==> src/hdl/charger_pkg.sv <==
// package: constants, register layouts and carrier types of the charge cycle controller
//
// Operation
// - cycle start picks short, precharge or fast current by battery voltage; phase 01/10.
// - above depletion release, probe remote sense; absent sets remote_sense_disable, uses battery pin.
// - host writing remote_sense_disable 0 above threshold restarts probe; below uses battery pin.
// - above recharge and below termination current ends cycle: pin high, 11, pulse; switch off at once, or after top-off when set.
// - input current, input voltage or thermal regulation suppress termination.
// - termination threshold is the below_term comparator level; termination enable 0 stops termination.
// - top-off timer pauses and slows exactly like the safety timer.
// - top-off keeps indicator high, sets topoff_running_flag, pulses at start and expiry.
// - top-off setting latched at termination; 00 stops a running top-off at once.
// - charging starts only inside cold..hot window; outside, suspend and report fault.
// - cool zone scales fast current by cool_current_scale, default 20 percent.
// - warm zone lowers voltage per warm_voltage_select, scales current, never terminates.
// - thermistor_bypass ignores thermistor and reports thermistor_fault_code 000.
// - safety timer 2 h below low-battery threshold, else 10 or 20 h; enable bit.
// - safety expiry blinks indicator at 1 Hz, sets charge_fault_code 11, pulses.
// - regulation or reduced cool/warm current halves timer rate unless slowdown disabled.
// - suspend faults pause the safety timer; toggling charge enable restarts it.
// - battery_switch_disable turns switch off now or after delay per delay select; with adapter present only if ship_with_input_bit is set.
// - ship mode exits on adapter plug, disable clear, register reset or button press.
// - button held for hold time starts reset: switch off, back on, defaults restored except high_impedance_enable, which is kept.
// - reset_with_input_bit 1 resets at once via high impedance; 0 waits adapter removal.
package charger_pkg;
	localparam int unsigned CLK_HZ = 100_000_000;
	localparam int unsigned MS_PER_S = 1000;
	localparam int unsigned MS_CYCLES_DEF = CLK_HZ / MS_PER_S;
	localparam int unsigned INT_PULSE_US = 256;
	localparam int unsigned INT_CYCLES_DEF = (CLK_HZ / 1_000_000) * INT_PULSE_US;
	localparam int unsigned PRE_W = 17;
	localparam int unsigned INT_W = 15;
	localparam int unsigned TMR_W = 27;
	localparam int unsigned BTN_W = 16;
	localparam int unsigned ADR_W = 8;
	localparam int unsigned MS_PER_H = 3_600_000;
	localparam int unsigned MS_PER_MIN = 60_000;
	localparam int unsigned SAFETY_LOW_H = 2;
	localparam int unsigned SAFETY_SHORT_H = 10;
	localparam int unsigned SAFETY_LONG_H = 20;
	localparam int unsigned TOPOFF_UNIT_MIN = 15;
	localparam logic [TMR_W-1:0] SAFETY_LOW_MS = TMR_W'(SAFETY_LOW_H * MS_PER_H);
	localparam logic [TMR_W-1:0] SAFETY_SHORT_MS = TMR_W'(SAFETY_SHORT_H * MS_PER_H);
	localparam logic [TMR_W-1:0] SAFETY_LONG_MS = TMR_W'(SAFETY_LONG_H * MS_PER_H);
	localparam logic [TMR_W-1:0] TOPOFF_UNIT_MS = TMR_W'(TOPOFF_UNIT_MIN * MS_PER_MIN);
	localparam logic [BTN_W-1:0] BUTTON_RESET_MS = 16'h2710;
	localparam logic [BTN_W-1:0] SHIP_DEGLITCH_MS = 16'h03E8;
	localparam logic [BTN_W-1:0] SWITCH_DLY_MS = 16'h2710;
	localparam logic [BTN_W-1:0] RESET_OFF_MS = 16'h01F4;
	localparam logic [BTN_W-1:0] BLINK_HALF_MS = 16'h01F4;
	localparam logic [ADR_W-1:0] CTRL_OFS = 8'h00;
	localparam logic [ADR_W-1:0] CFG_OFS = 8'h04;
	localparam logic [ADR_W-1:0] STATUS_OFS = 8'h08;
	localparam logic [1:0] CUR_OFF = 2'h0;
	localparam logic [1:0] CUR_SHORT = 2'h1;
	localparam logic [1:0] CUR_PRE = 2'h2;
	localparam logic [1:0] CUR_FAST = 2'h3;
	localparam logic [1:0] SCALE_100 = 2'h3;
	localparam logic [1:0] PHASE_IDLE = 2'h0;
	localparam logic [1:0] PHASE_PRE = 2'h1;
	localparam logic [1:0] PHASE_FAST = 2'h2;
	localparam logic [1:0] PHASE_DONE = 2'h3;
	localparam logic [1:0] FAULT_NONE = 2'h0;
	localparam logic [1:0] FAULT_TIMER = 2'h3;
	localparam logic [2:0] TS_NORMAL = 3'h0;
	localparam logic [2:0] TS_WARM = 3'h2;
	localparam logic [2:0] TS_COOL = 3'h3;
	localparam logic [2:0] TS_COLD = 3'h5;
	localparam logic [2:0] TS_HOT = 3'h6;

	typedef enum logic [2:0] {ST_IDLE, ST_CHARGE, ST_TOPOFF, ST_DONE, ST_TIMEOUT} charge_e;

	// comparator and pin levels, all asynchronous to clk_i
	typedef struct packed {
		logic above_2v2;
		logic above_3v;
		logic above_dplz;
		logic above_lowv;
		logic above_rechg;
		logic below_term;
		logic input_current_regulation;
		logic input_voltage_regulation;
		logic thermal_regulation;
		logic ts_cold;
		logic ts_cool;
		logic ts_warm;
		logic ts_hot;
		logic sense_connected;
		logic charge_enable_n;
		logic adapter;
		logic push_button_pin_n;
		logic battery_overvoltage;
	} pins_s;

	typedef struct packed {
		logic [1:0] current_select;
		logic [1:0] current_scale;
		logic vreg_warm;
		logic via_sense;
		logic battery_switch;
		logic hiz;
	} drive_s;

	typedef struct packed {
		logic thermistor_bypass;
		logic [1:0] topoff_setting;
		logic fast_timer_length;
		logic timer_slowdown_enable;
		logic timer_enable;
		logic term_enable;
		logic charge_enable_bit;
	} ctrl_s;

	typedef struct packed {
		logic reg_reset;
		logic high_impedance_enable;
		logic reset_with_input_bit;
		logic system_reset_enable;
		logic ship_with_input_bit;
		logic switch_off_delay_select;
		logic battery_switch_disable;
		logic remote_sense_disable;
		logic warm_voltage_select;
		logic [1:0] warm_current_scale;
		logic [1:0] cool_current_scale;
	} cfg_s;

	typedef struct packed {
		logic battery_switch;
		logic ship;
		logic via_sense;
		logic battery_overvoltage_flag;
		logic [1:0] charge_fault_code;
		logic [2:0] thermistor_fault_code;
		logic topoff_running_flag;
		logic [1:0] charge_phase_code;
	} status_s;

	localparam ctrl_s CTRL_DEF = 8'h0F;
	localparam cfg_s CFG_DEF = 13'h020D;

	typedef struct packed {
		pins_s sync1;
		pins_s sync2;
		pins_s prev;
		ctrl_s ctrl;
		cfg_s cfg;
		charge_e st;
		logic [TMR_W-1:0] safety_ms;
		logic [TMR_W-1:0] topoff_ms;
		logic [1:0] topoff_sel;
		logic half;
		logic [PRE_W-1:0] pre;
		logic [BTN_W-1:0] blink_ms;
		logic [BTN_W-1:0] btn_ms;
		logic [BTN_W-1:0] sw_ms;
		logic blink;
		logic btn_used;
		logic dis_q;
		logic dly_run;
		logic off_forced;
		logic ship;
		logic rst_busy;
		logic chg_en_q;
		logic sense_pending;
		logic [INT_W-1:0] int_cnt;
		logic int_n;
		drive_s drive;
		logic stat_oe;
		logic ack;
		logic [31:0] rdata;
	} state_s;
endpackage : charger_pkg

==> src/hdl/charge_cycle_controller.sv <==
// module: charge sequencing, thermistor zones, safety timer and ship/reset control
`timescale 1ns/1ps
`default_nettype none
module charge_cycle_controller #(
	parameter int unsigned MS_CYCLES = charger_pkg::MS_CYCLES_DEF,
	parameter int unsigned INT_CYCLES = charger_pkg::INT_CYCLES_DEF
) (
	input wire logic clk_i,
	input wire logic rst_i,
	input wire logic wb_cyc_i,
	input wire logic wb_stb_i,
	input wire logic wb_we_i,
	input wire logic [3:0] wb_sel_i,
	input wire logic [charger_pkg::ADR_W-1:0] wb_adr_i,
	input wire logic [31:0] wb_dat_i,
	output logic [31:0] wb_dat_o,
	output logic wb_ack_o,
	input wire charger_pkg::pins_s pins_i,
	output charger_pkg::drive_s drive_o,
	output logic stat_o,
	output logic stat_oe_o,
	output logic int_n_o
);
	charger_pkg::state_s s;
	charger_pkg::state_s n;
	charger_pkg::pins_s p;
	charger_pkg::status_s stw;
	logic ms;
	logic req;
	logic ev;
	logic enabled;
	logic stop;
	logic ts_bad;
	logic cool;
	logic warm;
	logic susp;
	logic dpm;
	logic slow;
	logic step;
	logic expired;
	logic term;
	logic rst_go;
	logic [charger_pkg::TMR_W-1:0] lim;

	// ************************************************************
	// helpers
	// ************************************************************
	// one timer advance: on a ms tick, not paused, every other tick when slowed
	function automatic logic timer_step(input logic tick, input logic pause, input logic slw,
		input logic ph);
		timer_step = tick & !pause & (!slw | ph);
	endfunction : timer_step

	function automatic logic [1:0] phase_of(input charger_pkg::charge_e st, input logic fast);
		case (st)
			charger_pkg::ST_CHARGE: phase_of = fast ? charger_pkg::PHASE_FAST : charger_pkg::PHASE_PRE;
			charger_pkg::ST_TOPOFF, charger_pkg::ST_DONE: phase_of = charger_pkg::PHASE_DONE;
			default: phase_of = charger_pkg::PHASE_IDLE;
		endcase
	endfunction : phase_of

	// ************************************************************
	// condition decode
	// ************************************************************
	assign p = s.sync2;
	assign enabled = s.ctrl.charge_enable_bit & !p.charge_enable_n;
	assign stop = !enabled | !p.adapter | s.cfg.battery_switch_disable | s.rst_busy;
	assign ts_bad = !s.ctrl.thermistor_bypass & (p.ts_cold | p.ts_hot);
	assign cool = !s.ctrl.thermistor_bypass & p.ts_cool;
	assign warm = !s.ctrl.thermistor_bypass & p.ts_warm;
	assign susp = ts_bad | p.battery_overvoltage;
	assign dpm = p.input_current_regulation | p.input_voltage_regulation | p.thermal_regulation;
	// half rate only when current really is below the setting
	assign slow = s.ctrl.timer_slowdown_enable & (dpm
		| (cool & s.cfg.cool_current_scale != charger_pkg::SCALE_100)
		| (warm & s.cfg.warm_current_scale != charger_pkg::SCALE_100));
	assign step = timer_step(ms, susp, slow, s.half);
	// 2 h below low-battery, otherwise 10 or 20 h
	assign lim = !p.above_lowv ? charger_pkg::SAFETY_LOW_MS
		: (s.ctrl.fast_timer_length ? charger_pkg::SAFETY_LONG_MS : charger_pkg::SAFETY_SHORT_MS);
	assign expired = s.ctrl.timer_enable & (s.safety_ms >= lim);
	// warm zone and regulation loops block termination
	assign term = s.st == charger_pkg::ST_CHARGE & !stop & !expired & p.above_rechg
		& p.below_term & s.ctrl.term_enable & !dpm & !warm & !susp;
	assign rst_go = !s.rst_busy & !s.btn_used & !p.push_button_pin_n
		& s.btn_ms >= charger_pkg::BUTTON_RESET_MS & s.cfg.system_reset_enable
		& !s.cfg.battery_switch_disable & (s.cfg.reset_with_input_bit | !p.adapter);

	always_comb begin
		stw.battery_switch = s.drive.battery_switch;
		stw.ship = s.ship;
		stw.via_sense = s.drive.via_sense;
		stw.battery_overvoltage_flag = p.battery_overvoltage;
		stw.charge_fault_code = s.st == charger_pkg::ST_TIMEOUT ? charger_pkg::FAULT_TIMER
			: charger_pkg::FAULT_NONE;
		if (s.ctrl.thermistor_bypass) begin
			stw.thermistor_fault_code = charger_pkg::TS_NORMAL;
		end else if (p.ts_cold) begin
			stw.thermistor_fault_code = charger_pkg::TS_COLD;
		end else if (p.ts_hot) begin
			stw.thermistor_fault_code = charger_pkg::TS_HOT;
		end else if (p.ts_cool) begin
			stw.thermistor_fault_code = charger_pkg::TS_COOL;
		end else if (p.ts_warm) begin
			stw.thermistor_fault_code = charger_pkg::TS_WARM;
		end else begin
			stw.thermistor_fault_code = charger_pkg::TS_NORMAL;
		end
		stw.topoff_running_flag = s.st == charger_pkg::ST_TOPOFF;
		stw.charge_phase_code = phase_of(s.st, p.above_3v);
	end

	// ************************************************************
	// next state
	// ************************************************************
	always_comb begin
		n = s;
		ev = 1'b0;
		n.sync1 = pins_i;
		n.sync2 = s.sync1;
		n.prev = s.sync2;
		ms = s.pre == charger_pkg::PRE_W'(MS_CYCLES - 1);
		n.pre = ms ? '0 : s.pre + 1'b1;
		if (ms & slow) begin
			n.half = ~s.half;
		end

		// wishbone: ack one cycle after the request, write lands on the acked edge
		req = wb_cyc_i & wb_stb_i;
		n.ack = req & !s.ack;
		if (n.ack) begin
			case (wb_adr_i)
				charger_pkg::CTRL_OFS: n.rdata = {24'h000000, s.ctrl};
				charger_pkg::CFG_OFS: n.rdata = {19'h00000, s.cfg};
				charger_pkg::STATUS_OFS: n.rdata = {20'h00000, stw};
				default: n.rdata = 32'h00000000;
			endcase
		end
		if (req & s.ack & wb_we_i) begin
			if (wb_adr_i == charger_pkg::CTRL_OFS && wb_sel_i[0]) begin
				n.ctrl = wb_dat_i[7:0];
			end
			if (wb_adr_i == charger_pkg::CFG_OFS) begin
				if (wb_sel_i[0]) begin
					n.cfg[7:0] = wb_dat_i[7:0];
					if (!wb_dat_i[5] && p.above_dplz) begin
						n.sense_pending = 1'b1;
					end
				end
				if (wb_sel_i[1]) begin
					n.cfg[12:8] = wb_dat_i[12:8];
				end
			end
		end
		if (n.cfg.reg_reset) begin
			n.ctrl = charger_pkg::CTRL_DEF;
			n.cfg = charger_pkg::CFG_DEF;
		end

		// remote sense probe; hardware result wins over a same-cycle write
		if (!p.above_dplz) begin
			n.sense_pending = 1'b0;
		end else if (!s.prev.above_dplz) begin
			n.sense_pending = 1'b1;
		end else if (s.sense_pending) begin
			n.cfg.remote_sense_disable = !p.sense_connected;
			n.sense_pending = 1'b0;
		end

		// charge sequencer
		n.chg_en_q = enabled;
		if (stop && s.st != charger_pkg::ST_IDLE) begin
			n.st = charger_pkg::ST_IDLE;
		end else begin
			case (s.st)
				charger_pkg::ST_IDLE: begin
					if (!stop && !ts_bad) begin
						n.st = charger_pkg::ST_CHARGE;
						n.safety_ms = '0;
					end
				end
				charger_pkg::ST_CHARGE: begin
					if (expired) begin
						n.st = charger_pkg::ST_TIMEOUT;
						ev = 1'b1;
					end else if (term) begin
						ev = 1'b1;
						n.topoff_sel = s.ctrl.topoff_setting;
						n.topoff_ms = '0;
						n.st = s.ctrl.topoff_setting != 2'h0 ? charger_pkg::ST_TOPOFF
							: charger_pkg::ST_DONE;
					end else if (step) begin
						n.safety_ms = s.safety_ms + 1'b1;
					end
				end
				charger_pkg::ST_TOPOFF: begin
					if (!p.above_rechg) begin
						n.st = charger_pkg::ST_CHARGE;
						n.safety_ms = '0;
					end else if (s.ctrl.topoff_setting == 2'h0) begin
						n.st = charger_pkg::ST_DONE;
					end else if (s.topoff_ms >= topoff_limit(s.topoff_sel)) begin
						n.st = charger_pkg::ST_DONE;
						ev = 1'b1;
					end else if (step) begin
						n.topoff_ms = s.topoff_ms + 1'b1;
					end
				end
				charger_pkg::ST_DONE: begin
					if (!p.above_rechg) begin
						n.st = charger_pkg::ST_CHARGE;
						n.safety_ms = '0;
					end
				end
				charger_pkg::ST_TIMEOUT: begin
					n.st = charger_pkg::ST_TIMEOUT;
				end
				default: n.st = charger_pkg::ST_IDLE;
			endcase
		end
		// a fresh enable restarts the safety timer in every state
		if (enabled && !s.chg_en_q) begin
			n.safety_ms = '0;
		end

		// push-button low time in ms, saturating
		if (p.push_button_pin_n) begin
			n.btn_ms = '0;
			n.btn_used = 1'b0;
		end else if (ms && s.btn_ms != 16'hFFFF) begin
			n.btn_ms = s.btn_ms + 1'b1;
		end

		// ship mode exits
		if (s.ship && ((p.adapter && !s.prev.adapter)
			|| (!p.push_button_pin_n && s.btn_ms >= charger_pkg::SHIP_DEGLITCH_MS))) begin
			n.cfg.battery_switch_disable = 1'b0;
		end

		// switch disable with optional delay; with adapter present it waits for
		// the ship-with-input arming so supplement is not lost by accident
		n.dis_q = s.cfg.battery_switch_disable;
		if (!s.cfg.battery_switch_disable) begin
			n.off_forced = 1'b0;
			n.dly_run = 1'b0;
			n.ship = 1'b0;
		end else if (!s.dis_q) begin
			n.dly_run = 1'b1;
			n.sw_ms = s.cfg.switch_off_delay_select ? charger_pkg::SWITCH_DLY_MS : '0;
		end else if (s.dly_run) begin
			if (s.sw_ms == '0) begin
				if (!p.adapter || s.cfg.ship_with_input_bit) begin
					n.off_forced = 1'b1;
					n.dly_run = 1'b0;
				end
			end else if (ms) begin
				n.sw_ms = s.sw_ms - 1'b1;
			end
		end
		if (s.off_forced && !p.adapter && s.cfg.battery_switch_disable) begin
			n.ship = 1'b1;
		end

		// push-button system reset
		if (rst_go) begin
			n.rst_busy = 1'b1;
			n.btn_used = 1'b1;
			n.sw_ms = charger_pkg::RESET_OFF_MS;
		end else if (s.rst_busy) begin
			if (s.sw_ms == '0) begin
				n.rst_busy = 1'b0;
				n.st = charger_pkg::ST_IDLE;
				n.ctrl = charger_pkg::CTRL_DEF;
				n.cfg = charger_pkg::CFG_DEF;
				n.cfg.high_impedance_enable = s.cfg.high_impedance_enable;
			end else if (ms) begin
				n.sw_ms = s.sw_ms - 1'b1;
			end
		end

		// outputs, registered from the current state
		if (s.st == charger_pkg::ST_CHARGE && !susp) begin
			n.drive.current_select = !p.above_2v2 ? charger_pkg::CUR_SHORT
				: (!p.above_3v ? charger_pkg::CUR_PRE : charger_pkg::CUR_FAST);
		end else if (s.st == charger_pkg::ST_TOPOFF && !susp) begin
			n.drive.current_select = charger_pkg::CUR_FAST;
		end else begin
			n.drive.current_select = charger_pkg::CUR_OFF;
		end
		n.drive.current_scale = cool ? s.cfg.cool_current_scale
			: (warm ? s.cfg.warm_current_scale : charger_pkg::SCALE_100);
		n.drive.vreg_warm = warm & !s.cfg.warm_voltage_select;
		n.drive.via_sense = p.above_dplz & !s.cfg.remote_sense_disable & !s.sense_pending;
		n.drive.battery_switch = s.st != charger_pkg::ST_DONE & !s.off_forced & !s.rst_busy;
		n.drive.hiz = s.cfg.high_impedance_enable
			| (s.rst_busy & s.cfg.reset_with_input_bit);

		if (ms) begin
			if (s.blink_ms >= charger_pkg::BLINK_HALF_MS - 1'b1) begin
				n.blink_ms = '0;
				n.blink = ~s.blink;
			end else begin
				n.blink_ms = s.blink_ms + 1'b1;
			end
		end
		// pulled low while charging, released when done, blinks on suspend or timeout
		n.stat_oe = (s.st == charger_pkg::ST_CHARGE & !susp)
			| ((s.st == charger_pkg::ST_TIMEOUT | (s.st == charger_pkg::ST_CHARGE & susp))
			& s.blink);

		if (ev) begin
			n.int_cnt = charger_pkg::INT_W'(INT_CYCLES);
		end else if (s.int_cnt != '0) begin
			n.int_cnt = s.int_cnt - 1'b1;
		end
		n.int_n = n.int_cnt == '0;

		if (rst_i) begin
			n = '0;
			n.ctrl = charger_pkg::CTRL_DEF;
			n.cfg = charger_pkg::CFG_DEF;
			n.st = charger_pkg::ST_IDLE;
			n.int_n = 1'b1;
			// button idles high; a low reset value would look like a press
			n.sync1.push_button_pin_n = 1'b1;
			n.sync2.push_button_pin_n = 1'b1;
		end
	end

	// top-off limit: setting times the unit length
	function automatic logic [charger_pkg::TMR_W-1:0] topoff_limit(input logic [1:0] sel);
		topoff_limit = charger_pkg::TMR_W'(sel * charger_pkg::TOPOFF_UNIT_MS);
	endfunction : topoff_limit

	always_ff @(posedge clk_i) begin
		s <= n;
	end

	assign wb_ack_o = s.ack;
	assign wb_dat_o = s.rdata;
	assign drive_o = s.drive;
	assign stat_o = 1'b0;
	assign stat_oe_o = s.stat_oe;
	assign int_n_o = s.int_n;
endmodule : charge_cycle_controller
`default_nettype wire

==> config.mk <==
export PLATFORM = sky130hd
export DESIGN_NAME = charge_cycle_controller
export DESIGN_NICKNAME = d
export VERILOG_FILES = /design/src/hdl/charger_pkg.sv /design/src/hdl/charge_cycle_controller.sv
export SDC_FILE = /design/constraint.sdc
export NUM_CORES = 1
export LEC_CHECK = 0
export ABC_CLOCK_PERIOD_IN_PS = 5110
export BUFFER_PORTS_ARGS = -buffer_cell sky130_fd_sc_hd__buf_2
export CAP_MARGIN = 20
export CORE_MARGIN = 5
export CORE_UTILIZATION = 60
export CTS_BUF_LIST = sky130_fd_sc_hd__clkbuf_8
export DETAILED_ROUTE_END_ITERATION = 8
export PLACE_DENSITY = 0.91
export SYNTH_ARGS = -nofsm -noshare
export SYNTH_HDL_FRONTEND = slang
export SYNTH_SLANG_ARGS = --single-unit
export TNS_END_PERCENT = 50
==> constraint.sdc <==
create_clock -name clk_i -period 5.11 [get_ports clk_i]
set_clock_uncertainty 0.2 [all_clocks]
set_input_delay 0.511 -clock clk_i [delete_from_list [all_inputs] [get_ports clk_i]]
set_output_delay 0.511 -clock clk_i [all_outputs]
set_load 0.03 [all_outputs]
==> results of run 1 <==
==> per-layer routing <==
layer	global-route usage, %	vias to the layer above	wire [um]
li1	-	4969	-
met4	12.06	0	1203
met5	0	-	0
met1	31.02	4899	11720
met3	5.241	106	2155
met2	47.06	478	15130
==> sequential cells by signal, summed over array words and instances, names as in the netlist <==
register	flops
int_n_o	1
wb_dat_o	12
stat_oe_o	1
wb_ack_o	1
p	18
s	189
drive_o	8
==> logic make-up (layout without fill, tap and decap cells) <==
group	after synthesis	after routing	share of synthesized area, %
xor+xnor	51	51	3.883
compound gates	281	281	15.67
buf+inv	142	213	6.243
fa+ha+maj	44	44	4.742
mux	36	36	3.154
other cells	1	21	0.03260
flops	230	230	40.03
simple gates	582	582	26.25
==> cells in the mapped netlist, types with 7 or more instances <==
library cell	instances
o21ai_0	53
or4_1	24
and4_1	8
o22ai_1	7
a22oi_1	13
a211oi_1	12
nor3_1	30
a21oi_1	90
and2_1	10
o211ai_1	7
mux2i_1	34
nand4_1	23
or2_2	7
nand3_1	47
nor2b_1	40
dfxtp_1	230
a31oi_1	10
nand2b_1	23
nand2_1	109
inv_1	43
o31ai_1	24
ha_1	42
nor4_1	16
buf_4	44
nor2_1	155
xnor2_1	22
clkbuf_1	48
xor2_1	29
nand3b_1	10
and3_1	27
or3_1	34
==> worst max path at each step <==
stage	start	endpoint	slack [ns]
after detailed placement	p[14]$_SDFF_PP0_	s[181]$_SDFFE_PP0P_	0.95
after global routing	p[14]$_SDFF_PP0_	s[181]$_SDFFE_PP0P_	0.59
after global placement	p[14]$_SDFF_PP0_	s[179]$_SDFFE_PP0P_	1.10
final	p[14]$_SDFF_PP0_	s[165]$_SDFFE_PP0P_	0.81
after floorplan	p[14]$_SDFF_PP0_	s[174]$_SDFFE_PP0P_	1.48
after CTS	p[14]$_SDFF_PP0_	s[165]$_SDFFE_PP0P_	0.92
==> critical path, cell delays in order (launching register included) <==
cell	delay (ns)
dfxtp_1	0.57
and2_0	0.32
inv_1	0.19
ha_1	0.33
nand4_1	0.09
or4_1	0.48
a311o_1	0.44
a21oi_2	0.17
o21ai_1	0.21
a21oi_2	0.68
buf_12	0.24
or4_1	0.14
a21oi_1	0.06
==> metrics by stage <==
step	std cells	utilization, %
3_3_place_gp	1600	62.60
2_1_floorplan	1387	-
5_1_grt	1692	68.41
6_report	1692	68.41
4_1_cts	1692	68.41
3_5_place_dp	1600	62.60
==> power by group <==
part,internal (W),switching [W],total (W)
Combinational,0.000216,0.000310,0.000525
Sequential,0.00186,0.0000776,0.00194
Clock,0.000996,0.000779,0.00177
==> area by class of cell <==
| cell class | count | area share (%) |
|---|---|---|
| multi-input combinational | 1015 | 48.75 |
| sequential | 230 | 35.86 |
| clock buffer | 54 | 5.788 |
| timing repair buffer | 102 | 5.223 |
| tap | 234 | 2.280 |
| inverter | 43 | 1.257 |
| clock inverter | 14 | 0.8380 |
==> results.ini, run 1 <==
[route]
num_vias = 10450
drt_iter0_drc = 984
drc = 0
drt_first_pass_iters = 7
routed_via_density = 6.177
wl_um = 30200
ant_nets = 0
post_drt_wl_per_cell_um = 17.85

[layout]
final_common_cell = dfxtp_1
multiInputGateArea_um2 = 6260
fill_cells = 1367
drive_gt1_share_pct = 11.59
mostFrequentLayoutCells = dfxtp_1 (230), nor2_1 (155), nand2_1 (109), a21oi_1 (90), buf_2 (67)
ff_latch_area_um2 = 4604
design_area_um2 = 12840
area_growth_syn_to_layout_pct = 11.62
layout.nets = 1540
diodes = 0

[timing]
max_freq_mhz = 232.4
setup-violations-final = 0
fin_tns_setup_ns = 0
post-route-period-util_pct = 84.22
worst_slack_ns = 0.8065
maxSlewHeadroom_pct = 31.70
drv_slew = 0
hold_violations = 0
timing.hold.ws_ns = 0.01907
worstMarginPinSlew_ns = 1.024
period_needed_ns = 4.303
rsz0062_at_grt = no

[worst_hold_path]
min_path_cells = 3
min_path_type = in -> reg
hold_start = wb_dat_i[1]
holdPathEnd = s[206]$_SDFF_PP1_

[cts]
cts_setup_buffers = 0
cts_buffers = 39
cts.sinks = 230
clockBufferDepth = 3
htreeDepth = 2
holdBufCountCts = 24
cts_resized = 0
cts_tree = done
clkTransAtPathRegs_ns = 0.06
cts-root-buf = clkbuf_8
clk_latency_ns = 0.57

[outcome]
status = finished, final reports clean

[power]
p_leak_nw = 4.915
irDropWorstVdd_mv = 0.3356
powerDensity_nw_per_um2 = 330.4
power.total_w = 0.004242

[synthesis]
async_reset_ff_share_pct = 0
yosysTopAreaCellShare_pct = 40.03
syn_avg_cell_area_um2 = 8.415
ys_ff_latch = 230
synth_top_area_cell = dfxtp_1
ys_top_cells_by_area = dfxtp_1 (40%), nor2_1 (5.1%), ha_1 (4.6%), a21oi_1 (3.9%), nand2_1 (3.6%)
postSynthCellCount = 1367
yosysUniqueCellTypes = 79
synth_edf_count = 0
synth-seq-area-share_pct = 40.03
yosysWarnings = 0
syn_area_um2 = 11500
synth_ff_type = dfxtp_1

[die]
rows = 50
dieArea_um2 = 22040
die_w_um = 148.5
io_pins = 111
start_util_pct = 61.29
die_y_um = 148.5
core_um2 = 18770

[worst_setup_path]
crit_fanout = 28
r2r_cells = 12
required_ns = 5.30
cp-start-kind = flop
reg2reg_to = s[165]$_SDFFE_PP0P_
endpoint_kind = flop
reg2reg_from = p[14]$_SDFF_PP0_
crit_type = reg -> reg
reg2reg_slack_ns = 0.81
critPathArrivalTime_ns = 4.49

[grt]
grt_overflow = 0
grt_pass1_wl_um = 49120
grt_pass1_vias = 10090
antenna_found_initial = 1
grt_max_degree = 54
grt_use_total_pct = 26.58

[placement]
dp_hpwl_um = 19710
place_ws_ns = 0.9460
port_buffers = 68
place_congestion = 0.9374
place_area_um2 = 11750

[flow_run]
cap_viol_max_count = 0

(Power assumes the default switching activity.)
==> inputs of run 2 (changes only) <==
ABC_CLOCK_PERIOD_IN_PS = 4000   (was 5110)
clock period = 4 ns   (was 5.11 ns; I/O delays follow)
==> run 2 against run 1 <==
  * Clock power rose by 24%
  * Count of clock-buffer cells in the layout decreased by 6
  * Largest cell class unchanged
  * Maximum frequency grew 13%
  * Largest power group unchanged
  * Critical path type unchanged
  * Wire length is 2.3% higher
  * Register-to-register slack worse by 0.61 ns
  * Cell area grew 0.70%
  * Critical path depth increased by 1
  * Sequential power up 28%
  * Critical endpoint is now s[173]$_SDFFE_PP0P_
==> results.ini, run 2 (synthesis gave the netlist of run 1 again) <==
[die]
rows = 50  ; unchanged
core_um2 = 18770  ; unchanged
io_pins = 111  ; unchanged
dieArea_um2 = 22040  ; unchanged
die_y_um = 148.5  ; unchanged
die_w_um = 148.5  ; unchanged
start_util_pct = 61.29  ; unchanged

[timing]
rsz0062_at_grt = no  ; unchanged
worstMarginPinSlew_ns = 1.044  ; was 1.024 ns
post-route-period-util_pct = 95.14  ; was 84.22%
setup-violations-final = 0  ; unchanged
timing.hold.ws_ns = 0.01214  ; was 0.01907 ns
max_freq_mhz = 262.8  ; was 232.4 MHz
period_needed_ns = 3.805  ; was 4.303 ns
hold_violations = 0  ; unchanged
maxSlewHeadroom_pct = 28.63  ; was 31.70%
drv_slew = 0  ; unchanged
fin_tns_setup_ns = 0  ; unchanged

[cts]
clkTransAtPathRegs_ns = 0.06  ; about the same
cts-root-buf = clkbuf_8  ; unchanged
cts_buffers = 39  ; unchanged
cts_tree = done  ; unchanged
clockBufferDepth = 3  ; unchanged
clk_latency_ns = 0.54  ; was 0.57 ns
htreeDepth = 2  ; unchanged
cts.sinks = 230  ; unchanged

[worst_setup_path]
endpoint_kind = flop  ; unchanged
crit_slowest_cell = or4b_2  ; was a21oi_2
worst-path-buf-inv = 3  ; was 2
cp-start-kind = flop  ; unchanged
reg2reg_slack_ns = 0.19  ; was 0.81 ns
reg2reg_from = s[209]$_SDFF_PP0_  ; was p[14]$_SDFF_PP0_
startpoint = s[209]$_SDFF_PP0_  ; was p[14]$_SDFF_PP0_
critPathCapture = s[173]$_SDFFE_PP0P_  ; was s[165]$_SDFFE_PP0P_
required_ns = 4.24  ; was 5.30 ns
crit_family = simple AND/OR/NAND/NOR gates  ; was compound AO/OA/AOI/OAI gates
max_stage_delay_ns = 0.63  ; was 0.68 ns
reg2reg_to = s[173]$_SDFFE_PP0P_  ; was s[165]$_SDFFE_PP0P_
crit_type = reg -> reg  ; unchanged
r2r_cells = 13  ; was 12
critPathArrivalTime_ns = 4.05  ; was 4.49 ns
crit_fanout = 21  ; was 28
cp.depth = 13  ; was 12
critical_path.cell_chain = buf_4 > nand2b_1 > inv_1 > ha_1 > or4b_2 > a211oi_1 > nand4_1 > a21oi_2 > o21a_2 > o21ai_4 > buf_12 > or4_1 > a21oi_1  ; was and2_0 > inv_1 > ha_1 > nand4_1 > or4_1 > a311o_1 > a21oi_2 > o21ai_1 > a21oi_2 > buf_12 > or4_1 > a21oi_1

[power]
p_leak_nw = 4.962  ; was 4.915 nW
powerDensity_nw_per_um2 = 412.3  ; was 330.4 nW/um2
power.total_w = 0.005331  ; was 0.004242 W
irDropWorstVdd_mv = 0.3666  ; was 0.3356 mV

[grt]
grt_use_total_pct = 27.09  ; was 26.58%
antenna_found_initial = 2  ; was 1
grt_pass1_wl_um = 49910  ; was 49120 um
grt_max_degree = 55  ; was 54
grt_overflow = 0  ; unchanged
grt_pass1_vias = 10310  ; was 10090

[layout]
largest_register = s  ; unchanged
area_growth_syn_to_layout_pct = 12.40  ; was 11.62%
layout.nets = 1553  ; was 1540
final_common_cell = dfxtp_1  ; unchanged
drive_gt1_share_pct = 11.74  ; was 11.59%
fin_cells = 1701  ; was 1692
design_area_um2 = 12930  ; was 12840 um2
mostFrequentLayoutCells = dfxtp_1 (230), nor2_1 (155), nand2_1 (109), a21oi_1 (90), buf_2 (68)  ; was dfxtp_1 (230), nor2_1 (155), nand2_1 (109), a21oi_1 (90), buf_2 (67)
largest_reg_flops = 189  ; unchanged

[placement]
place_congestion = 0.9505  ; was 0.9374
place_area_um2 = 11820  ; was 11750 um2
placedCellCount = 1608  ; was 1600
dp_hpwl_um = 19790  ; was 19710 um
port_buffers = 68  ; unchanged

[route]
drc = 0  ; unchanged
routed_via_density = 6.344  ; was 6.177
post_drt_wl_per_cell_um = 18.16  ; was 17.85 um
drt_first_pass_iters = 7  ; unchanged
num_vias = 10790  ; was 10450
drt_iter0_drc = 1185  ; was 984
wl_um = 30880  ; was 30200 um
ant_nets = 0  ; unchanged

[flow_run]
cap_viol_max_count = 0  ; unchanged

[outcome]
status = finished, final reports clean  ; unchanged

[worst_hold_path]
min_path_type = in -> reg  ; unchanged

## run 2: cell types whose count changed in the layout (fill, tap and decap cells not counted), moves of 2 or more
cell and delta:
bufinv_16 +2, inv_1 +2, a211oi_2 +2, buf_4 +7, dlygate4sd3_1 +4, clkbuf_8 -6
diode_2 +2, o21ai_2 -2, a211oi_1 -2
## run 2: worst min path at each step
stage / cells after the start / end / from
global route: 3 / s[209]$_SDFF_PP0_ / wb_dat_i[4]
global placement: 1 / p[1]$_SDFF_PP1_ / s[250]$_SDFF_PP1_
detailed placement: 1 / p[1]$_SDFF_PP1_ / s[250]$_SDFF_PP1_
finish: 3 / s[196]$_SDFF_PP0_ / wb_dat_i[4]
floorplan: 1 / p[1]$_SDFF_PP1_ / s[250]$_SDFF_PP1_
CTS: 3 / s[196]$_SDFF_PP0_ / wb_dat_i[4]
## run 2: through the flow
stage	setup WS [ns]	util (%)
after global placement	0.2990	62.97
final	0.1945	68.89
after global routing	0.04328	68.88
after floorplan	0.3733	-
after detailed placement	0.1397	62.97
after CTS	0.09955	68.71
## run 2: layout make-up
| class | count | area, um2 |
|---|---|---|
| multi-input cells | 1015 | 6280 |
| diodes | 2 | 5.005 |
| inverters | 43 | 161.4 |
| fillers | 1309 | 5838 |
| clock buffers | 48 | 660.6 |
| clock inverters | 14 | 137.6 |
| well taps | 234 | 292.8 |
| repair buffers | 115 | 788.3 |
| flip-flops and latches | 230 | 4604 |
## run 2: where the power goes
group          internal (W)  switching (W)  total (W)
clock network       0.00127       0.000921    0.00219
registers           0.00238      0.0000945    0.00248
logic              0.000281       0.000387   0.000668
## run 2: layer usage
metal | part of all wire (%) | track usage [%] | vias to the layer above | wire (um)
met4 | 5.4 | 14.23 | 2 | 1666
met5 | 0.052 | 0 | - | 16
met2 | 49 | 46.49 | 596 | 15160
li1 | - | - | 4975 | -
met1 | 37 | 31.52 | 5048 | 11500
met3 | 8.2 | 6.185 | 170 | 2535
## run 2: repair_timing
| action | CTS | global route |
|---|---|---|
| resized for setup | 0 | 5 |
| hold endpoints to repair | 34 | 0 |
| hold buffers | 28 | 0 |
| endpoints found under the setup margin | 0 | 20 |
| setup buffers | 0 | 0 |
## run 2: worst min-delay path, cell delays in order
cell and delay [ns]:
buf_2 0.09, mux2i_1 0.08, nor2_1 0.11
